$ cat src/uart_regs.svh
// Purpose: register map, field positions and reset values of the serial channel
// Assumes: 32-bit APB, one aligned word per register
// Notes: definitions only
`ifndef UART_REGS_SVH
`define UART_REGS_SVH
// How it works
// (RULE1) Running clock keeps transfers going normally
// (RULE2) Stopped clock freezes every register value
// (RULE3) Stopped clock holds the serial output level
// (RULE4) Software clears power and enables after resume
// (RULE5) Software sets power before either enable
// (RULE6) Enables resynchronised to the base clock
// (RULE7) Software waits two base clocks before re-enabling
// (RULE8) Software loads next character after done interrupt
// (RULE9) Software clears transmit enable before power
// (RULE10) Low line at enable starts reception at once
// (RULE11) Software clears enables before format changes
// (RULE12) Receiver always uses one stop bit
// (RULE13) Overrun discards the newly received character
// (RULE14) Done interrupt after last stop bit
// (RULE15) Power off returns everything to idle
`define OFF_MODE 8'h00
`define OFF_BAUD 8'h04
`define OFF_TXDATA 8'h08
`define OFF_RXDATA 8'h0C
`define OFF_STATUS 8'h10
`define OFF_IRQ_STAT 8'h14
`define OFF_IRQ_CLR 8'h18
`define OFF_IRQ_EN 8'h1C
`define MODE_W 7
`define BAUD_W 11
`define MODE_RESET 7'h00
`define BAUD_RESET 11'h010
`define IRQ_W 3
`define IRQ_TXDONE 0
`define IRQ_RXDONE 1
`define IRQ_RXERR 2
`define ERR_PARITY 0
`define ERR_FRAME 1
`define ERR_OVERRUN 2
`define FRAME_W 12
`endif

$ cat src/uart_pkg.sv
// Purpose: shared types of the serial channel
// Assumes: field layouts match the register header
// Notes: nothing here is imported
package uart_pkg;
	typedef enum logic [1:0] {PAR_NONE, PAR_ZERO, PAR_ODD, PAR_EVEN} parity_t;
	// Mode register layout, power in bit 0
	typedef struct packed {
		logic stop_length_select;
		logic char_length_select;
		parity_t parity_select;
		logic receive_enable_bit;
		logic transmit_enable_bit;
		logic unit_power_on;
	} mode_t;
	// Baud generator control: base clock = core / 2**base_sel, bit = bit_div+1 base clocks
	typedef struct packed {
		logic [2:0] base_sel;
		logic [7:0] bit_div;
	} baud_t;
	typedef enum logic [2:0] {RX_IDLE, RX_START, RX_DATA, RX_PAR, RX_STOP} rx_state_t;
endpackage : uart_pkg

$ cat src/uart_tx.sv
// Purpose: transmit shift register and frame sequencing
// Assumes: run gates every update, clear returns to idle
// Notes: line idles high
`timescale 1ns/10ps
`include "uart_regs.svh"
module uart_tx (
	input wire logic clk,
	input wire logic rst,
	input wire logic run,
	input wire logic clear,
	input wire logic base_tick,
	input wire logic [7:0] bit_div,
	input wire uart_pkg::mode_t mode,
	input wire logic load,
	input wire logic [7:0] data,
	output logic txd,
	output logic busy,
	output logic done
);
	logic [`FRAME_W-1:0] shift_q;
	logic [`FRAME_W-1:0] frame_d;
	logic [3:0] left_q;
	logic [3:0] len_d;
	logic [3:0] nd;
	logic [7:0] tick_q;
	logic txd_q;
	logic done_q;
	logic par;
	logic bit_end;

	assign busy = left_q != 4'h0;
	assign bit_end = base_tick && busy && (tick_q == bit_div);
	assign txd = txd_q;
	assign done = done_q;

	always_comb begin
		nd = mode.char_length_select ? 4'h8 : 4'h7;
		par = ^(mode.char_length_select ? data : {1'b0, data[6:0]});
		frame_d = '1;
		frame_d[0] = 1'b0;
		for (int i = 0; i < 8; i++) begin
			if (i < int'(nd))
				frame_d[i+1] = data[i];
		end
		case (mode.parity_select)
			uart_pkg::PAR_ZERO: frame_d[nd+4'h1] = 1'b0;
			uart_pkg::PAR_ODD: frame_d[nd+4'h1] = ~par;
			uart_pkg::PAR_EVEN: frame_d[nd+4'h1] = par;
			default: ;
		endcase
		len_d = nd + 4'h2 + {3'h0, mode.parity_select != uart_pkg::PAR_NONE} + {3'h0, mode.stop_length_select};
	end

	// (RULE2) frozen without clock
	always_ff @(posedge clk) begin
		if (rst) begin
			shift_q <= '1;
			left_q <= 4'h0;
			tick_q <= 8'h00;
			txd_q <= 1'b1;
			done_q <= 1'b0;
		end else if (run) begin
			done_q <= 1'b0;
			tick_q <= (bit_end || !busy) ? 8'h00 : (base_tick ? tick_q + 8'h01 : tick_q);
			// (RULE15) idle and high on clear
			if (clear) begin
				left_q <= 4'h0;
				txd_q <= 1'b1;
			end else if (load && !busy) begin
				shift_q <= frame_d >> 1;
				left_q <= len_d;
				txd_q <= 1'b0;
			end else if (bit_end) begin
				left_q <= left_q - 4'h1;
				shift_q <= {1'b1, shift_q[`FRAME_W-1:1]};
				txd_q <= (left_q == 4'h1) ? 1'b1 : shift_q[0];
				// (RULE14) done after last stop
				done_q <= left_q == 4'h1;
			end
		end
	end
endmodule : uart_tx

$ cat src/uart_enable_sequencing.sv
// Purpose: APB-controlled serial channel with enable sequencing and clock-stop freeze
// Assumes: CLK_SUPPLY low means the unit clock is stopped
// Notes: APB answers in the access cycle, no wait states
`timescale 1ns/10ps
`include "uart_regs.svh"
module uart_enable_sequencing (
	input wire logic CORE_CLK,
	input wire logic SYS_RST,
	input wire logic PSEL,
	input wire logic PENABLE,
	input wire logic PWRITE,
	input wire logic [7:0] PADDR,
	input wire logic [31:0] PWDATA,
	output logic [31:0] PRDATA,
	output logic PREADY,
	output logic PSLVERR,
	input wire logic CLK_SUPPLY,
	input wire logic SERIAL_IN_LINE,
	output logic SERIAL_OUT_LINE,
	output logic IRQ
);
	uart_pkg::mode_t mode_q;
	uart_pkg::baud_t baud_q;
	uart_pkg::rx_state_t rx_q, rx_d;
	logic [7:0] presc_q, mask;
	logic txe_s1_q, txe_s2_q, rxe_s1_q, rxe_s2_q;
	logic run, base_tick, tx_en, rx_en;
	logic setup, access, we, rd;
	logic sel_mode, sel_baud, sel_tx, sel_rx, sel_st, sel_is, sel_ic, sel_ie, mapped;
	logic [31:0] rdata;
	logic [7:0] cnt_q, target, sh_q, sh_d, rxbuf_q, rx_word;
	logic [3:0] bits_q, bits_d, nd;
	logic par_q, par_d, par_en, rx_sample, finish, pe_now, rx_full_q;
	logic [`IRQ_W-1:0] err_q, err_set, irq_q, irq_set, irq_en_q, irq_clr, err_clr;
	logic tx_busy, tx_done, tx_load;

	function automatic logic hit(input logic [7:0] a, input logic [7:0] off);
		hit = a == off;
	endfunction : hit

	// (RULE1) advances whenever supplied
	assign run = CLK_SUPPLY;
	assign mask = (8'h01 << baud_q.base_sel) - 8'h01;
	assign base_tick = run && ((presc_q & mask) == mask);
	assign tx_en = mode_q.unit_power_on && txe_s2_q;
	assign rx_en = mode_q.unit_power_on && rxe_s2_q;

	assign setup = PSEL && !PENABLE;
	assign access = PSEL && PENABLE;
	// Writes while the unit clock is stopped are lost, matching a frozen unit
	assign we = access && PWRITE && run;
	assign rd = access && !PWRITE;
	assign sel_mode = hit(PADDR, `OFF_MODE);
	assign sel_baud = hit(PADDR, `OFF_BAUD);
	assign sel_tx = hit(PADDR, `OFF_TXDATA);
	assign sel_rx = hit(PADDR, `OFF_RXDATA);
	assign sel_st = hit(PADDR, `OFF_STATUS);
	assign sel_is = hit(PADDR, `OFF_IRQ_STAT);
	assign sel_ic = hit(PADDR, `OFF_IRQ_CLR);
	assign sel_ie = hit(PADDR, `OFF_IRQ_EN);
	assign mapped = sel_mode | sel_baud | sel_tx | sel_rx | sel_st | sel_is | sel_ic | sel_ie;
	assign PREADY = access;
	assign PSLVERR = access && !mapped;
	assign rdata = sel_mode ? 32'(mode_q) :
		sel_baud ? 32'(baud_q) :
		sel_rx ? {24'h00_0000, rxbuf_q} :
		sel_st ? 32'({tx_busy, rx_full_q, err_q}) :
		sel_is ? 32'(irq_q) :
		sel_ie ? 32'(irq_en_q) : 32'h0000_0000;

	// Only bits already shown to software are cleared, so a fresh event survives
	assign err_clr = (rd && sel_st && run) ? PRDATA[`IRQ_W-1:0] : '0;
	assign irq_clr = (we && sel_ic) ? PWDATA[`IRQ_W-1:0] : '0;
	// (RULE8) load refused while busy
	assign tx_load = we && sel_tx && tx_en && !tx_busy;
	assign IRQ = |(irq_q & irq_en_q);

	always_ff @(posedge CORE_CLK) begin
		if (SYS_RST)
			PRDATA <= 32'h0000_0000;
		else if (setup && !PWRITE)
			PRDATA <= rdata;
	end

	// (RULE2) registers freeze with the clock
	always_ff @(posedge CORE_CLK) begin
		if (SYS_RST) begin
			mode_q <= uart_pkg::mode_t'(`MODE_RESET);
			baud_q <= uart_pkg::baud_t'(`BAUD_RESET);
			irq_en_q <= '0;
			presc_q <= 8'h00;
		end else if (run) begin
			presc_q <= presc_q + 8'h01;
			if (we && sel_mode)
				mode_q <= uart_pkg::mode_t'(PWDATA[`MODE_W-1:0]);
			if (we && sel_baud)
				baud_q <= uart_pkg::baud_t'(PWDATA[`BAUD_W-1:0]);
			if (we && sel_ie)
				irq_en_q <= PWDATA[`IRQ_W-1:0];
		end
	end

	// (RULE6) enables cross on base clock
	always_ff @(posedge CORE_CLK) begin
		if (SYS_RST) begin
			txe_s1_q <= 1'b0;
			txe_s2_q <= 1'b0;
			rxe_s1_q <= 1'b0;
			rxe_s2_q <= 1'b0;
		end else if (base_tick) begin
			txe_s1_q <= mode_q.transmit_enable_bit;
			txe_s2_q <= txe_s1_q;
			rxe_s1_q <= mode_q.receive_enable_bit;
			rxe_s2_q <= rxe_s1_q;
		end
	end

	// (RULE3) line held by frozen flop
	uart_tx u_tx (
		.clk(CORE_CLK),
		.rst(SYS_RST),
		.run(run),
		.clear(!tx_en),
		.base_tick(base_tick),
		.bit_div(baud_q.bit_div),
		.mode(mode_q),
		.load(tx_load),
		.data(PWDATA[7:0]),
		.txd(SERIAL_OUT_LINE),
		.busy(tx_busy),
		.done(tx_done)
	);

	assign nd = mode_q.char_length_select ? 4'h8 : 4'h7;
	assign par_en = mode_q.parity_select != uart_pkg::PAR_NONE;
	assign target = (rx_q == uart_pkg::RX_START) ? {1'b0, baud_q.bit_div[7:1]} : baud_q.bit_div;
	assign rx_sample = base_tick && (cnt_q == target) && (rx_q != uart_pkg::RX_IDLE);
	assign rx_word = mode_q.char_length_select ? sh_q : {1'b0, sh_q[7:1]};

	always_comb begin
		rx_d = rx_q;
		bits_d = bits_q;
		sh_d = sh_q;
		par_d = par_q;
		finish = 1'b0;
		case (rx_q)
			// (RULE10) low level starts reception
			uart_pkg::RX_IDLE: if (!SERIAL_IN_LINE) begin
				rx_d = uart_pkg::RX_START;
				bits_d = 4'h0;
			end
			uart_pkg::RX_START: if (rx_sample) rx_d = uart_pkg::RX_DATA;
			uart_pkg::RX_DATA: if (rx_sample) begin
				sh_d = {SERIAL_IN_LINE, sh_q[7:1]};
				bits_d = bits_q + 4'h1;
				if (bits_q == nd - 4'h1)
					rx_d = par_en ? uart_pkg::RX_PAR : uart_pkg::RX_STOP;
			end
			uart_pkg::RX_PAR: if (rx_sample) begin
				par_d = SERIAL_IN_LINE;
				rx_d = uart_pkg::RX_STOP;
			end
			// (RULE12) single stop bit sampled
			uart_pkg::RX_STOP: if (rx_sample) begin
				finish = 1'b1;
				rx_d = uart_pkg::RX_IDLE;
			end
			default: rx_d = uart_pkg::RX_IDLE;
		endcase
		// (RULE15) receiver idle when disabled
		if (!rx_en) begin
			rx_d = uart_pkg::RX_IDLE;
			finish = 1'b0;
		end
	end

	always_comb begin
		case (mode_q.parity_select)
			uart_pkg::PAR_ZERO: pe_now = par_q;
			uart_pkg::PAR_ODD: pe_now = ~(^rx_word ^ par_q);
			uart_pkg::PAR_EVEN: pe_now = ^rx_word ^ par_q;
			default: pe_now = 1'b0;
		endcase
	end

	assign err_set = finish ? {rx_full_q, !SERIAL_IN_LINE, pe_now} : '0;
	assign irq_set = {err_set != '0, finish && !rx_full_q, tx_done};

	always_ff @(posedge CORE_CLK) begin
		if (SYS_RST) begin
			rx_q <= uart_pkg::RX_IDLE;
			cnt_q <= 8'h00;
			bits_q <= 4'h0;
			sh_q <= 8'h00;
			par_q <= 1'b0;
		end else if (run) begin
			rx_q <= rx_d;
			cnt_q <= (rx_q == uart_pkg::RX_IDLE || rx_sample) ? 8'h00 : (base_tick ? cnt_q + 8'h01 : cnt_q);
			bits_q <= bits_d;
			sh_q <= sh_d;
			par_q <= par_d;
		end
	end

	always_ff @(posedge CORE_CLK) begin
		if (SYS_RST) begin
			rxbuf_q <= 8'h00;
			rx_full_q <= 1'b0;
			err_q <= '0;
			irq_q <= '0;
		end else if (run) begin
			irq_q <= (irq_q & ~irq_clr) | irq_set;
			// (RULE15) power off clears errors
			if (!mode_q.unit_power_on) begin
				rx_full_q <= 1'b0;
				err_q <= '0;
			end else begin
				err_q <= (err_q & ~err_clr) | err_set;
				// (RULE13) overrun drops new data
				if (finish && !rx_full_q) begin
					rxbuf_q <= rx_word;
					rx_full_q <= 1'b1;
				end else if (rd && sel_rx) begin
					rx_full_q <= 1'b0;
				end
			end
		end
	end
endmodule : uart_enable_sequencing

$ cat config.mk
export PLATFORM = sky130hd
export DESIGN_NAME = uart_enable_sequencing
export DESIGN_NICKNAME = d
export VERILOG_FILES = /design/src/uart_pkg.sv /design/src/uart_tx.sv /design/src/uart_enable_sequencing.sv
export VERILOG_INCLUDE_DIRS = /design/src /design/src/src
export SDC_FILE = /design/constraint.sdc
export NUM_CORES = 1
export LEC_CHECK = 0
export BUFFER_PORTS_ARGS = -buffer_cell sky130_fd_sc_hd__buf_4
export CORE_ASPECT_RATIO = 2
export CORE_MARGIN = 4
export CORE_UTILIZATION = 55
export DETAILED_ROUTE_END_ITERATION = 10
export PLACE_DENSITY = 0.75
export SLEW_MARGIN = 20
export SYNTH_ARGS = -nofsm -noshare
export SYNTH_HDL_FRONTEND = slang
export SYNTH_SLANG_ARGS = --single-unit
$ cat constraint.sdc
create_clock -name CORE_CLK -period 6.42 [get_ports CORE_CLK]
set_input_delay 0.321 -clock CORE_CLK [delete_from_list [all_inputs] [get_ports CORE_CLK]]
set_output_delay 0.321 -clock CORE_CLK [all_outputs]
set_load 0.02 [all_outputs]
# Word level (Yosys, flattened, before mapping)

Index checks and enable logic that the tools add are counted.

Register bits after elaboration: 130
Bits of input ports: 47
Output and inout port bits: 36
Logic and storage cells: 223

Add/sub/neg operators: 11
$lt $le $gt $ge: 10
Equal/unequal tests: 29
Shift-type cells: 1
Multiplexer cells: 62
Bitwise operators: 20
Reductions and logical operators: 61

Operators with widths:

| cell                  | number |
|---|---|
| $mux W8               | 8 |
| $mux W3               | 14 |
| $pmux W12 S3          | 1 |
| $eq A8 B5 Y1 const B  | 4 |
| $logic_and A1 B1 Y1   | 27 |
| $add A8 B1 Y8 const B | 3 |
| $bwmux W12            | 2 |
| $eq A8 B8 Y1          | 3 |
| $mux W12              | 2 |
| $mux W4               | 6 |
| $mux W1               | 22 |
| $mux W11              | 2 |
| $ne A3 B3 Y1 const B  | 6 |
| $eq A8 B4 Y1 const B  | 2 |
| $lt A3 B4 Y1 const A  | 4 |
| $reduce_xor A8 Y1     | 2 |
| $pmux W3 S5           | 1 |
| $reduce_and A2 Y1     | 7 |
| $and A12 B12 Y12      | 1 |
| $not A12 Y12          | 1 |
| $reduce_and A3 Y1     | 4 |
| $reduce_bool A2 Y1    | 5 |
| $and A3 B3 Y3         | 3 |
| $add A4 B1 Y4         | 2 |
| 38 further kinds      | 62 |

# Longest topological paths before layout

Gate-level depths: netlist (run 1).

Word-level depth: 13
Depth in mapped cells: 13
Mapped depth without buffers: 10

# Hierarchy

Synthesis (run 1) repeated with hierarchy kept, for this count alone.

Cell total of the unflattened synthesis: 745
Area, all modules: 6102.1 um2

Modules (own cells, without submodules):

| module                 | instances | cells each | area each (um2) | seq. area each (um2) |
|---|---|---|---|---|
| uart_enable_sequencing | 1         | 564        | 4525.6          | 1641.6 |
| uart_tx                | 1         | 181        | 1576.5          | 520.5 |

# Worst setup path before layout (run 1)

No wires, ideal clock.

Kind: reg2reg
Start point: register baud_q[10] (netlist name)
End point: register u_tx.tick_q[5]
Library setup time: 0.072 ns
Arrival time: 2.578 ns
Data required time: 6.348 ns
Setup slack: 3.770 ns
Cell stages (with the launch flop): 13
Buffers on the path: 2
Period minus slack after synthesis: 2.650 ns
Cell sequence: dfxtp_1 buf_2 nor3_1 inv_1 ha_1 or4b_2 o41ai_1 a211oi_2 and2_1 buf_2 o21ai_1 or4_1 a21oi_1

Cells in the longest elaborated chain, start to end: 10
Elaborated cells on any way between the ends: 11
Those cells by class: add/sub (1); eq/ne (1); shift (1); mux (1); bitwise (1); reduce/logical (6)

Ends and longest elaborated chain:

| item                             | RTL line                     | text |
|---|---|---|
| start, declared                  | uart_enable_sequencing.sv:23 | `uart_pkg::baud_t baud_q;` |
| start signal, assigned           | uart_enable_sequencing.sv:89 | `` baud_q <= uart_pkg::baud_t'(`BAUD_RESET); `` |
| start signal, assigned           | uart_enable_sequencing.sv:97 | `` baud_q <= uart_pkg::baud_t'(PWDATA[`BAUD_W-1:0]); `` |
| $shl A1 B3 Y8 *                  | uart_enable_sequencing.sv:43 | `assign mask = (8'h01 << baud_q.base_sel) - 8'h01;` |
| $sub A8 B1 Y8 *                  | uart_enable_sequencing.sv:43 |  |
| $and A8 B8 Y8                    | uart_enable_sequencing.sv:44 | `assign base_tick = run && ((presc_q & mask) == mask);` |
| $eq A8 B8 Y1 *                   | uart_enable_sequencing.sv:44 |  |
| $logic_and A1 B1 Y1 *            | uart_enable_sequencing.sv:44 |  |
| $logic_and A1 B1 Y1 (2 in a row) | uart_tx.sv:32                | `assign bit_end = base_tick && busy && (tick_q == bit_div);` |
| $logic_or A1 B1 Y1               | uart_tx.sv:64                | `tick_q <= (bit_end \|\| !busy) ? 8'h00 : (base_tick ? tick_q + 8'h01 : tick_q);` |
| $reduce_bool A2 Y1 (no line)     | -                            |  |
| $reduce_and A2 Y1 (no line)      | -                            |  |
| end signal, assigned             | uart_tx.sv:64                |  |
| end, declared                    | uart_tx.sv:25                | `logic [7:0] tick_q;` |

Every way passes the cells marked *; elsewhere a longest branch is shown, timed or not.
A chain may end at the register's enable or synchronous reset.

# Final worst setup path (run 1)

Start point: register baud_q[10] (netlist name)
End point: register irq_q[2]

Cells in the longest elaborated chain, start to end: 13

Ends and longest elaborated chain:

| item                               | RTL line                      | text |
|---|---|---|
| $shl A1 B3 Y8 *                    | uart_enable_sequencing.sv:43  |  |
| $sub A8 B1 Y8 *                    | uart_enable_sequencing.sv:43  |  |
| $and A8 B8 Y8                      | uart_enable_sequencing.sv:44  |  |
| $eq A8 B8 Y1 *                     | uart_enable_sequencing.sv:44  |  |
| $logic_and A1 B1 Y1 *              | uart_enable_sequencing.sv:44  |  |
| $logic_and A1 B1 Y1 * (2 in a row) | uart_enable_sequencing.sv:137 | `assign rx_sample = base_tick && (cnt_q == target) && (rx_q != uart_pkg::RX_IDLE);` |
| $mux W1 *                          | uart_enable_sequencing.sv:164 | `uart_pkg::RX_STOP: if (rx_sample) begin` |
| $mux W1 *                          | uart_enable_sequencing.sv:146 | `case (rx_q)` |
| $mux W1 *                          | uart_enable_sequencing.sv:171 | `if (!rx_en) begin` |
| $mux W3 *                          | uart_enable_sequencing.sv:186 | `assign err_set = finish ? {rx_full_q, !SERIAL_IN_LINE, pe_now} : '0;` |
| $reduce_bool A3 Y1 *               | uart_enable_sequencing.sv:187 | `assign irq_set = {err_set != '0, finish && !rx_full_q, tx_done};` |
| $or A3 B3 Y3 *                     | uart_enable_sequencing.sv:212 | `irq_q <= (irq_q & ~irq_clr) \| irq_set;` |
| end signal, assigned               | uart_enable_sequencing.sv:212 |  |
| end, declared                      | uart_enable_sequencing.sv:34  | `` logic [`IRQ_W-1:0] err_q, err_set, irq_q, irq_set, irq_en_q, irq_clr, err_clr; `` |

Marks and branches as above.

==> results by group, run 1 <==
Status
  – Status: completed

Critical path
  – Critical path class: reg -> reg
  – Endpoint type of the worst setup path: flip-flop
  – Startpoint Class: flip-flop
  – Worst Path Required: 6.70 ns
  – Crit path DAT: 3.93 ns
  – Worst Path Max Fanout: 17

Detailed routing
  – Wire per inst: 17.9 um
  – Post-route ant nets: 0
  – TritonRoute pass-1 iters: 5
  – DRT iter0 DRCs: 384
  – WL final: 16200 um
  – Total number of vias: 5519
  – Via density: 6.11
  – DRC Markers: 0

Place
  – Detail Placement HPWL: 12000 um
  – Gpl congestion: 0.920
  – PortBufs: 40

Clock tree
  – Longest Clk Path Bufs: 2
  – Worst skew pair latency: 0.36 ns
  – CTS Buf Count: 9
  – Post-CTS Setup Inserts: 0
  – CTS sink cnt: 108
  – CTS tree: done
  – Cts hold-fix bufs: 0
  – H-tree Lvls: 3
  – CTS root buffer: clkbuf_16
  – Cts repair resizes: 0
  – Clk slew on worst S/H paths: 0.08 ns

Finish
  – Diode count: 0
  – Most frequent cells in the layout: dfxtp_1, nor2_1, nand2_1
  – Nets: 816
  – Share of cells above drive strength 1: 12.2%
  – Most common cell after layout, fill and taps aside: dfxtp_1
  – Area grow syn2layout: 8.33%

Yosys
  – Top FF cell, synth: dfxtp_1
  – Area share of the largest cell type after synthesis: 34.9%
  – Yosys cell types: 81
  – Post-synth EDFFs: 0
  – Post-synth ARST share: 0%
  – Cell taking the most area after synthesis: dfxtp_1
  – Mapped Cells: 746
  – Synthesized area: 6200 um^2
  – Synth area leaders: dfxtp_1, mux2i_1, nor2_1
  – Synth warn: 0
  – Syn avg cell area: 8.31 um^2
  – Register area share after synthesis: 34.9%
  – Synthesized flop and latch total: 108

Power and ir drop
  – Switching Fraction: 25.9%
  – Logic pwr share: 7.1%
  – Cell Int Power: 979 uW
  – Clock Power Share: 41.7%
  – PD cells: 197 nW/um^2
  – Lkg Pwr: 2.43 nW
  – Total power draw: 1.32 mW
  – Worst VDD drop: 0.000138 V
  – NetSw: 342 uW
  – Reg power frac: 51.2%

Timing
  – Pin slew with the least headroom to its limit: 1.03 ns
  – Unrepaired setup endpoints after global routing: no
  – Final setup viols: 0
  – Final period util: 56.8%
  – Slew HR: 30.8%
  – Final hold violations: 0
  – Setup TNS: 0 ns
  – Fmax: 0.274 GHz
  – Worst clock skew: 0.0109 ns
  – Fin crit period: 3.65 ns
  – Final Max Slew Viols: 0

Die
  – Row cnt: 54
  – Core footprint: 10900 um^2
  – Die area: 13100 um^2
  – Die X: 83.1 um
  – Io pins: 83
  – DIE HEIGHT: 158 um
  – Initial Util: 56.7%

Hold path
  – Hold/Removal Path Class: in -> reg

GRT
  – Largest net degree at the start of global routing: 85
  – Grt ovf: 0
  – First-pass GRT wire length: 26000 um
  – Total track usage: 24.4%
  – Initial antenna violation count: 0
  – Vias in the first global route: 5364

Flow run
  – Max Cap Viol: 0
-- power by group through the flow --
| stage | registers (mW) | clock network [mW] | logic (mW) |
|---|---|---|---|
| detailed placement | 0.692 | 0 | 0.0928 |
| global route | 0.677 | 0.584 | 0.101 |
| floorplan | 0.693 | 0 | 0.0682 |
| finish | 0.676 | 0.551 | 0.0941 |
| global placement | 0.692 | 0 | 0.0913 |
| CTS | 0.676 | 0.559 | 0.0929 |
-- registers in the layout (all words and copies together) (netlist names), 7 cells and up --
register,count
u_tx.tick_q,8
sh_q,8
baud_q,11
mode_q,7
presc_q,7
u_tx.shift_q,12
rxbuf_q,8
PRDATA,11
cnt_q,8
-- final cells by class --
cell class | instances | area (um^2)
Inverter | 21 | 78.8
Multi-Input combinational cell | 575 | 3670
Tap cell | 140 | 175
Timing Repair Buffer | 44 | 330
Sequential cell | 108 | 2160
Clock buffer | 9 | 225
Clock inverter | 7 | 76.3
Fill cell | 995 | 4230
-- final timing paths --
kind | start | to | slack (ns) | depth (start not counted)
worst max-delay path | baud_q[10]$_SDFFE_PP0P_ | irq_q[2]$_SDFFE_PP0P_ | 2.77 | 10
worst min register to register | rxe_s1_q$_SDFFE_PP0N_ | rxe_s2_q$_SDFFE_PP0N_ | 0.46 | 2
worst max register to register | baud_q[10]$_SDFFE_PP0P_ | irq_q[2]$_SDFFE_PP0P_ | 2.77 | 10
worst min-delay path | PWDATA[9] | baud_q[9]$_SDFFE_PP0P_ | 0.21 | 3
-- critical path, cell delays in order, from the launching register on --
cell and delay [ns]:
dfxtp_1 0.40, nor3_1 0.30, inv_1 0.08, ha_1 0.24
or4b_2 0.21, o41ai_1 0.08, a211oi_2 0.42, nand2_1 0.44
nor4_4 0.92, o21ai_1 0.28, a21oi_1 0.20
-- metrics by stage --
stage | util [%] | instances | area (um^2) | hold WS, ns | worst slack, ns
final | 61.4 | 904 | 6720 | 0.211 | 2.77
after floorplan | - | 766 | 6280 | 0.427 | 3.77
after detailed placement | 58.6 | 888 | 6420 | 0.453 | 2.84
after global routing | 61.4 | 904 | 6720 | 0.224 | 2.52
after global placement | 58.6 | 888 | 6420 | 0.440 | 2.98
after CTS | 61.4 | 904 | 6720 | 0.210 | 2.81
-- cells in the mapped netlist (4+ instances only) --
library cell and instances:
nor3_1 18, ha_1 9, buf_1 5, a311oi_1 6, nor2b_1 12, a21oi_1 38, nand3b_1 4, or3_1 8
mux2_2 6, o21ai_1 12, o22ai_1 4, nor2_1 94, dfxtp_1 108, clkbuf_1 20, nor3b_1 6, nand2b_1 12
o21ai_0 21, buf_2 8, a31oi_1 8, inv_1 20, a22oi_1 8, and2_1 8, a211oi_1 8, and3_1 11
mux2i_1 41, buf_4 24, nand3_1 25, nand4_1 15, buf_6 5, xor2_1 8, nand2_1 75, xnor2_1 28
-- metal layers --
| layer | track usage [%] | share of wire, % |
|---|---|---|
| met5 | 0 | 0 |
| met4 | 15.5 | 4.8 |
| met3 | 4.06 | 4.5 |
| met2 | 45.6 | 54 |
| met1 | 25.0 | 36 |
-- kinds of logic after synthesis --
kind of cell | count (synthesis) | synth area share, %
buffers and inverters | 83 | 7.24
AND/OR/NAND/NOR | 312 | 25.9
adder cells (fa/ha/maj) | 10 | 2.14
flip-flops | 108 | 34.9
AO/OA/AOI/OAI | 146 | 16.0
XOR/XNOR | 39 | 6.07
multiplexers | 47 | 7.71
other | 1 | 0.0605
No activity file was read; power rests on OpenSTA's default activity.
==> run 2, diff against run 1 <==
ABC_AREA = 1   (was unset)
clock period = 3.82 ns   (was 6.42 ns; I/O delays follow)
==> run 2 against run 1 <==
Worst hold slack got worse by 0.091 ns; clock-buffer cell count rose by 1; synthesized cell count rose by 26%; critical endpoint is now bits_q[3]$_SDFFE_PP0P_; largest cell class unchanged; largest power group unchanged.
==> results by group, run 2 <==
Status
  – Status: completed

Timing
  – Final setup viols: 0 (unchanged)
  – Final hold slack: 0.119 ns (-0.0914 ns)
  – Fmax: 0.372 GHz (+36%)
  – Worst clock skew: 0.00984 ns (-0.00104 ns)
  – Final hold violations: 0 (unchanged)
  – Fin crit period: 2.69 ns (-0.958 ns)
  – Pin slew with the least headroom to its limit: 0.613 ns (-0.421 ns)
  – Slew HR: 59.0% (+28 points)
  – PnR worst setup slack: 1.13 ns (-1.64 ns)
  – Final Max Slew Viols: 0 (unchanged)
  – Final period util: 70.4% (+14 points)
  – Unrepaired setup endpoints after global routing: no
  – Setup TNS: 0 ns (unchanged)

Critical path
  – Worst Path Max Fanout: 17 (unchanged)
  – Worst Path Required: 4.04 ns (-2.66 ns)
  – Worst-path cell chain: inv_1 > nand3_1 > ha_1 > nor2_1 > nor2_1 > nand3_1 > nor2_1 > nand3_2 > nor2_2 > nand2_1 > inv_1 > nand2_2 > o21ai_2 > nand2_2 > nand2_1 > a21oi_1
  – Largest stage delay, worst path: 0.34 ns (-0.58 ns)
  – Crit path DAT: 2.90 ns (-1.03 ns)
  – Worst path slowest cell: dfxtp_1
  – Most repeated library cell on the critical path: nor2_1
  – Endpoint type of the worst setup path: flip-flop
  – Critical path class: reg -> reg
  – Startpoint Class: flip-flop

Finish
  – Max reg flops: 12 (unchanged)
  – Largest registers: u_tx.shift_q: 12 flops, PRDATA: 11 flops, baud_q: 11 flops
  – Post-route cell area: 6810 um^2 (+1.3%)
  – Most common cell after layout, fill and taps aside: nand2_1
  – Area grow syn2layout: 9.43%
  – Most flops, register: u_tx.shift_q
  – Diode count: 0 (unchanged)
  – Share of cells above drive strength 1: 9.79% (-2.4 points)
  – Nets: 1022 (+25%)
  – Layout Cells excl Fill: 1110 (+23%)
  – Most frequent cells in the layout: nand2_1, inv_1, dfxtp_1

Die
  – Die area: 13200 um^2 (+0.28%)
  – DIE HEIGHT: 158 um (+0.15%)
  – Core footprint: 11000 um^2 (+0.62%)
  – Initial Util: 56.5% (-0.18 points)
  – Row cnt: 54 (unchanged)
  – Die X: 83.2 um (+0.14%)
  – Io pins: 83 (unchanged)

Clock tree
  – Longest Clk Path Bufs: 2 (unchanged)
  – Worst skew pair latency: 0.35 ns (about the same)
  – H-tree Lvls: 3 (unchanged)
  – Cts hold-fix bufs: 0 (unchanged)
  – CTS Buf Count: 9 (unchanged)
  – Post-CTS Setup Inserts: 0 (unchanged)
  – CTS tree: done
  – CTS sink cnt: 108 (unchanged)
  – Cts repair resizes: 0 (unchanged)
  – CTS root buffer: clkbuf_16
  – Clk slew on worst S/H paths: 0.07 ns (about the same)

Flow run
  – Max Cap Viol: 0 (unchanged)

Detailed routing
  – DRT iter0 DRCs: 420 (+9.4%)
  – DRC Markers: 0 (unchanged)
  – Wire per inst: 15.2 um (-15%)
  – WL final: 16800 um (+4.1%)
  – TritonRoute pass-1 iters: 5 (unchanged)
  – Via density: 5.58 (-8.5%)
  – Post-route ant nets: 0 (unchanged)
  – Total number of vias: 6198 (+12%)

Place
  – Detail Placement HPWL: 12800 um (+6.4%)
  – Cell count after placement: 1094 (+23%)
  – Gpl congestion: 0.914 (-0.63%)
  – PortBufs: 40 (unchanged)
  – Place WS: 1.14 ns (-1.70 ns)
  – Dpl cell area: 6520 um^2 (+1.7%)

GRT
  – Largest net degree at the start of global routing: 46 (-46%)
  – Initial antenna violation count: 0 (unchanged)
  – Vias in the first global route: 5848 (+9.0%)
  – Grt ovf: 0 (unchanged)
  – Total track usage: 26.0% (+1.6 points)
  – First-pass GRT wire length: 27700 um (+6.4%)

Yosys
  – Synth cell count leaders: nand2_1, inv_1, dfxtp_1
  – Synth warn: 0 (unchanged)
  – Register area share after synthesis: 34.8% (-0.11 points)
  – Yosys cell types: 47 (-42%)
  – Post-synth ARST share: 0% (unchanged)
  – Synthesized flop and latch total: 108 (unchanged)
  – Synthesized area: 6220 um^2 (+0.30%)
  – Most common cell in the netlist: nand2_1
  – Synth area leaders: dfxtp_1, nand2_1, inv_1
  – Post-synth EDFFs: 0 (unchanged)
  – Area share of the largest cell type after synthesis: 34.8% (-0.11 points)
  – Syn avg cell area: 6.64 um^2 (-20%)
  – Mapped Cells: 937 (+26%)
  – Top FF cell, synth: dfxtp_1
  – Cell taking the most area after synthesis: dfxtp_1

Power and ir drop
  – Lkg Pwr: 2.99 nW (+23%)
  – PD cells: 336 nW/um^2 (+71%)
  – Worst VDD drop: 0.000251 V (+82%)

Hold path
  – Hold/Removal Path Class: in -> reg
run 2: cell count changes in the layout (fill, tap and decap cells not counted), moves of 22 or more:
cell / change
nand2_1: +159
a21oi_1: +36
o21ai_0: +31
xnor2_1: -22
inv_1: +93
mux2i_1: -41
nand3_1: +27
run 2: through the flow:
step / power (mW) / utilization (%)
3_5_place_dp: 1.39 / 59.2
5_1_grt: 2.37 / 61.8
3_3_place_gp: 1.39 / 59.2
6_report: 2.29 / 61.8
4_1_cts: 2.29 / 61.8
2_1_floorplan: 1.34 / -
run 2: path summary, 6_finish.rpt:
kind | startpoint | endpoint | slack, ns | depth (start not counted)
setup / recovery | baud_q[9]$_SDFFE_PP0P_ | bits_q[3]$_SDFFE_PP0P_ | 1.13 | 16
setup reg to reg | baud_q[9]$_SDFFE_PP0P_ | bits_q[3]$_SDFFE_PP0P_ | 1.13 | 16
hold / removal | PWDATA[8] | baud_q[8]$_SDFFE_PP0P_ | 0.12 | 3
hold reg to reg | u_tx.left_q[3]$_SDFFE_PP0P_ | u_tx.left_q[3]$_SDFFE_PP0P_ | 0.46 | 2
run 2: worst max-delay path: cells and delay by family (launching register included):
kind            cells  cell delay (ns)
simple gates       11             1.38
fa+ha+maj           1             0.30
compound gates      2             0.29
buf+inv             2             0.24
flops               1             0.34
run 2: layer usage:
| metal | vias up | global-route usage (%) | routed length, um |
|---|---|---|---|
| met5 | - | 0 | 0 |
| met4 | 0 | 13.4 | 773 |
| met3 | 48 | 3.16 | 787 |
| met2 | 199 | 50.6 | 9130 |
| met1 | 2885 | 26.9 | 6150 |
| li1 | 3066 | - | - |
run 2: kinds of logic (layout without fill, tap and decap cells):
| group | Yosys count | after routing | share of synthesized area (%) |
|---|---|---|---|
| AND/OR/NAND/NOR | 452 | 452 | 32.0 |
| AO/OA/AOI/OAI | 177 | 177 | 16.4 |
| flip-flops | 108 | 108 | 34.8 |
| adder cells (fa/ha/maj) | 10 | 10 | 2.13 |
| XOR/XNOR | 20 | 20 | 2.82 |
| buffers and inverters | 169 | 182 | 11.9 |
| other | 1 | 21 | 0.0603 |
run 2: area by class of cell:
cell class	count	area, um^2
fill	1102	4210
multi-input combinational	680	3390
sequential	108	2160
inverter	121	454
timing repair buffer	45	338
clock buffer	10	239
tap	140	175
clock inverter	6	45.0
run 2: where the power goes:
part / leakage, nW / total [mW] / internal (mW) / switching [mW]
clock network: 0.143 / 0.920 / 0.466 / 0.453
registers: 0.874 / 1.15 / 1.14 / 0.0137
logic: 1.97 / 0.217 / 0.0661 / 0.151
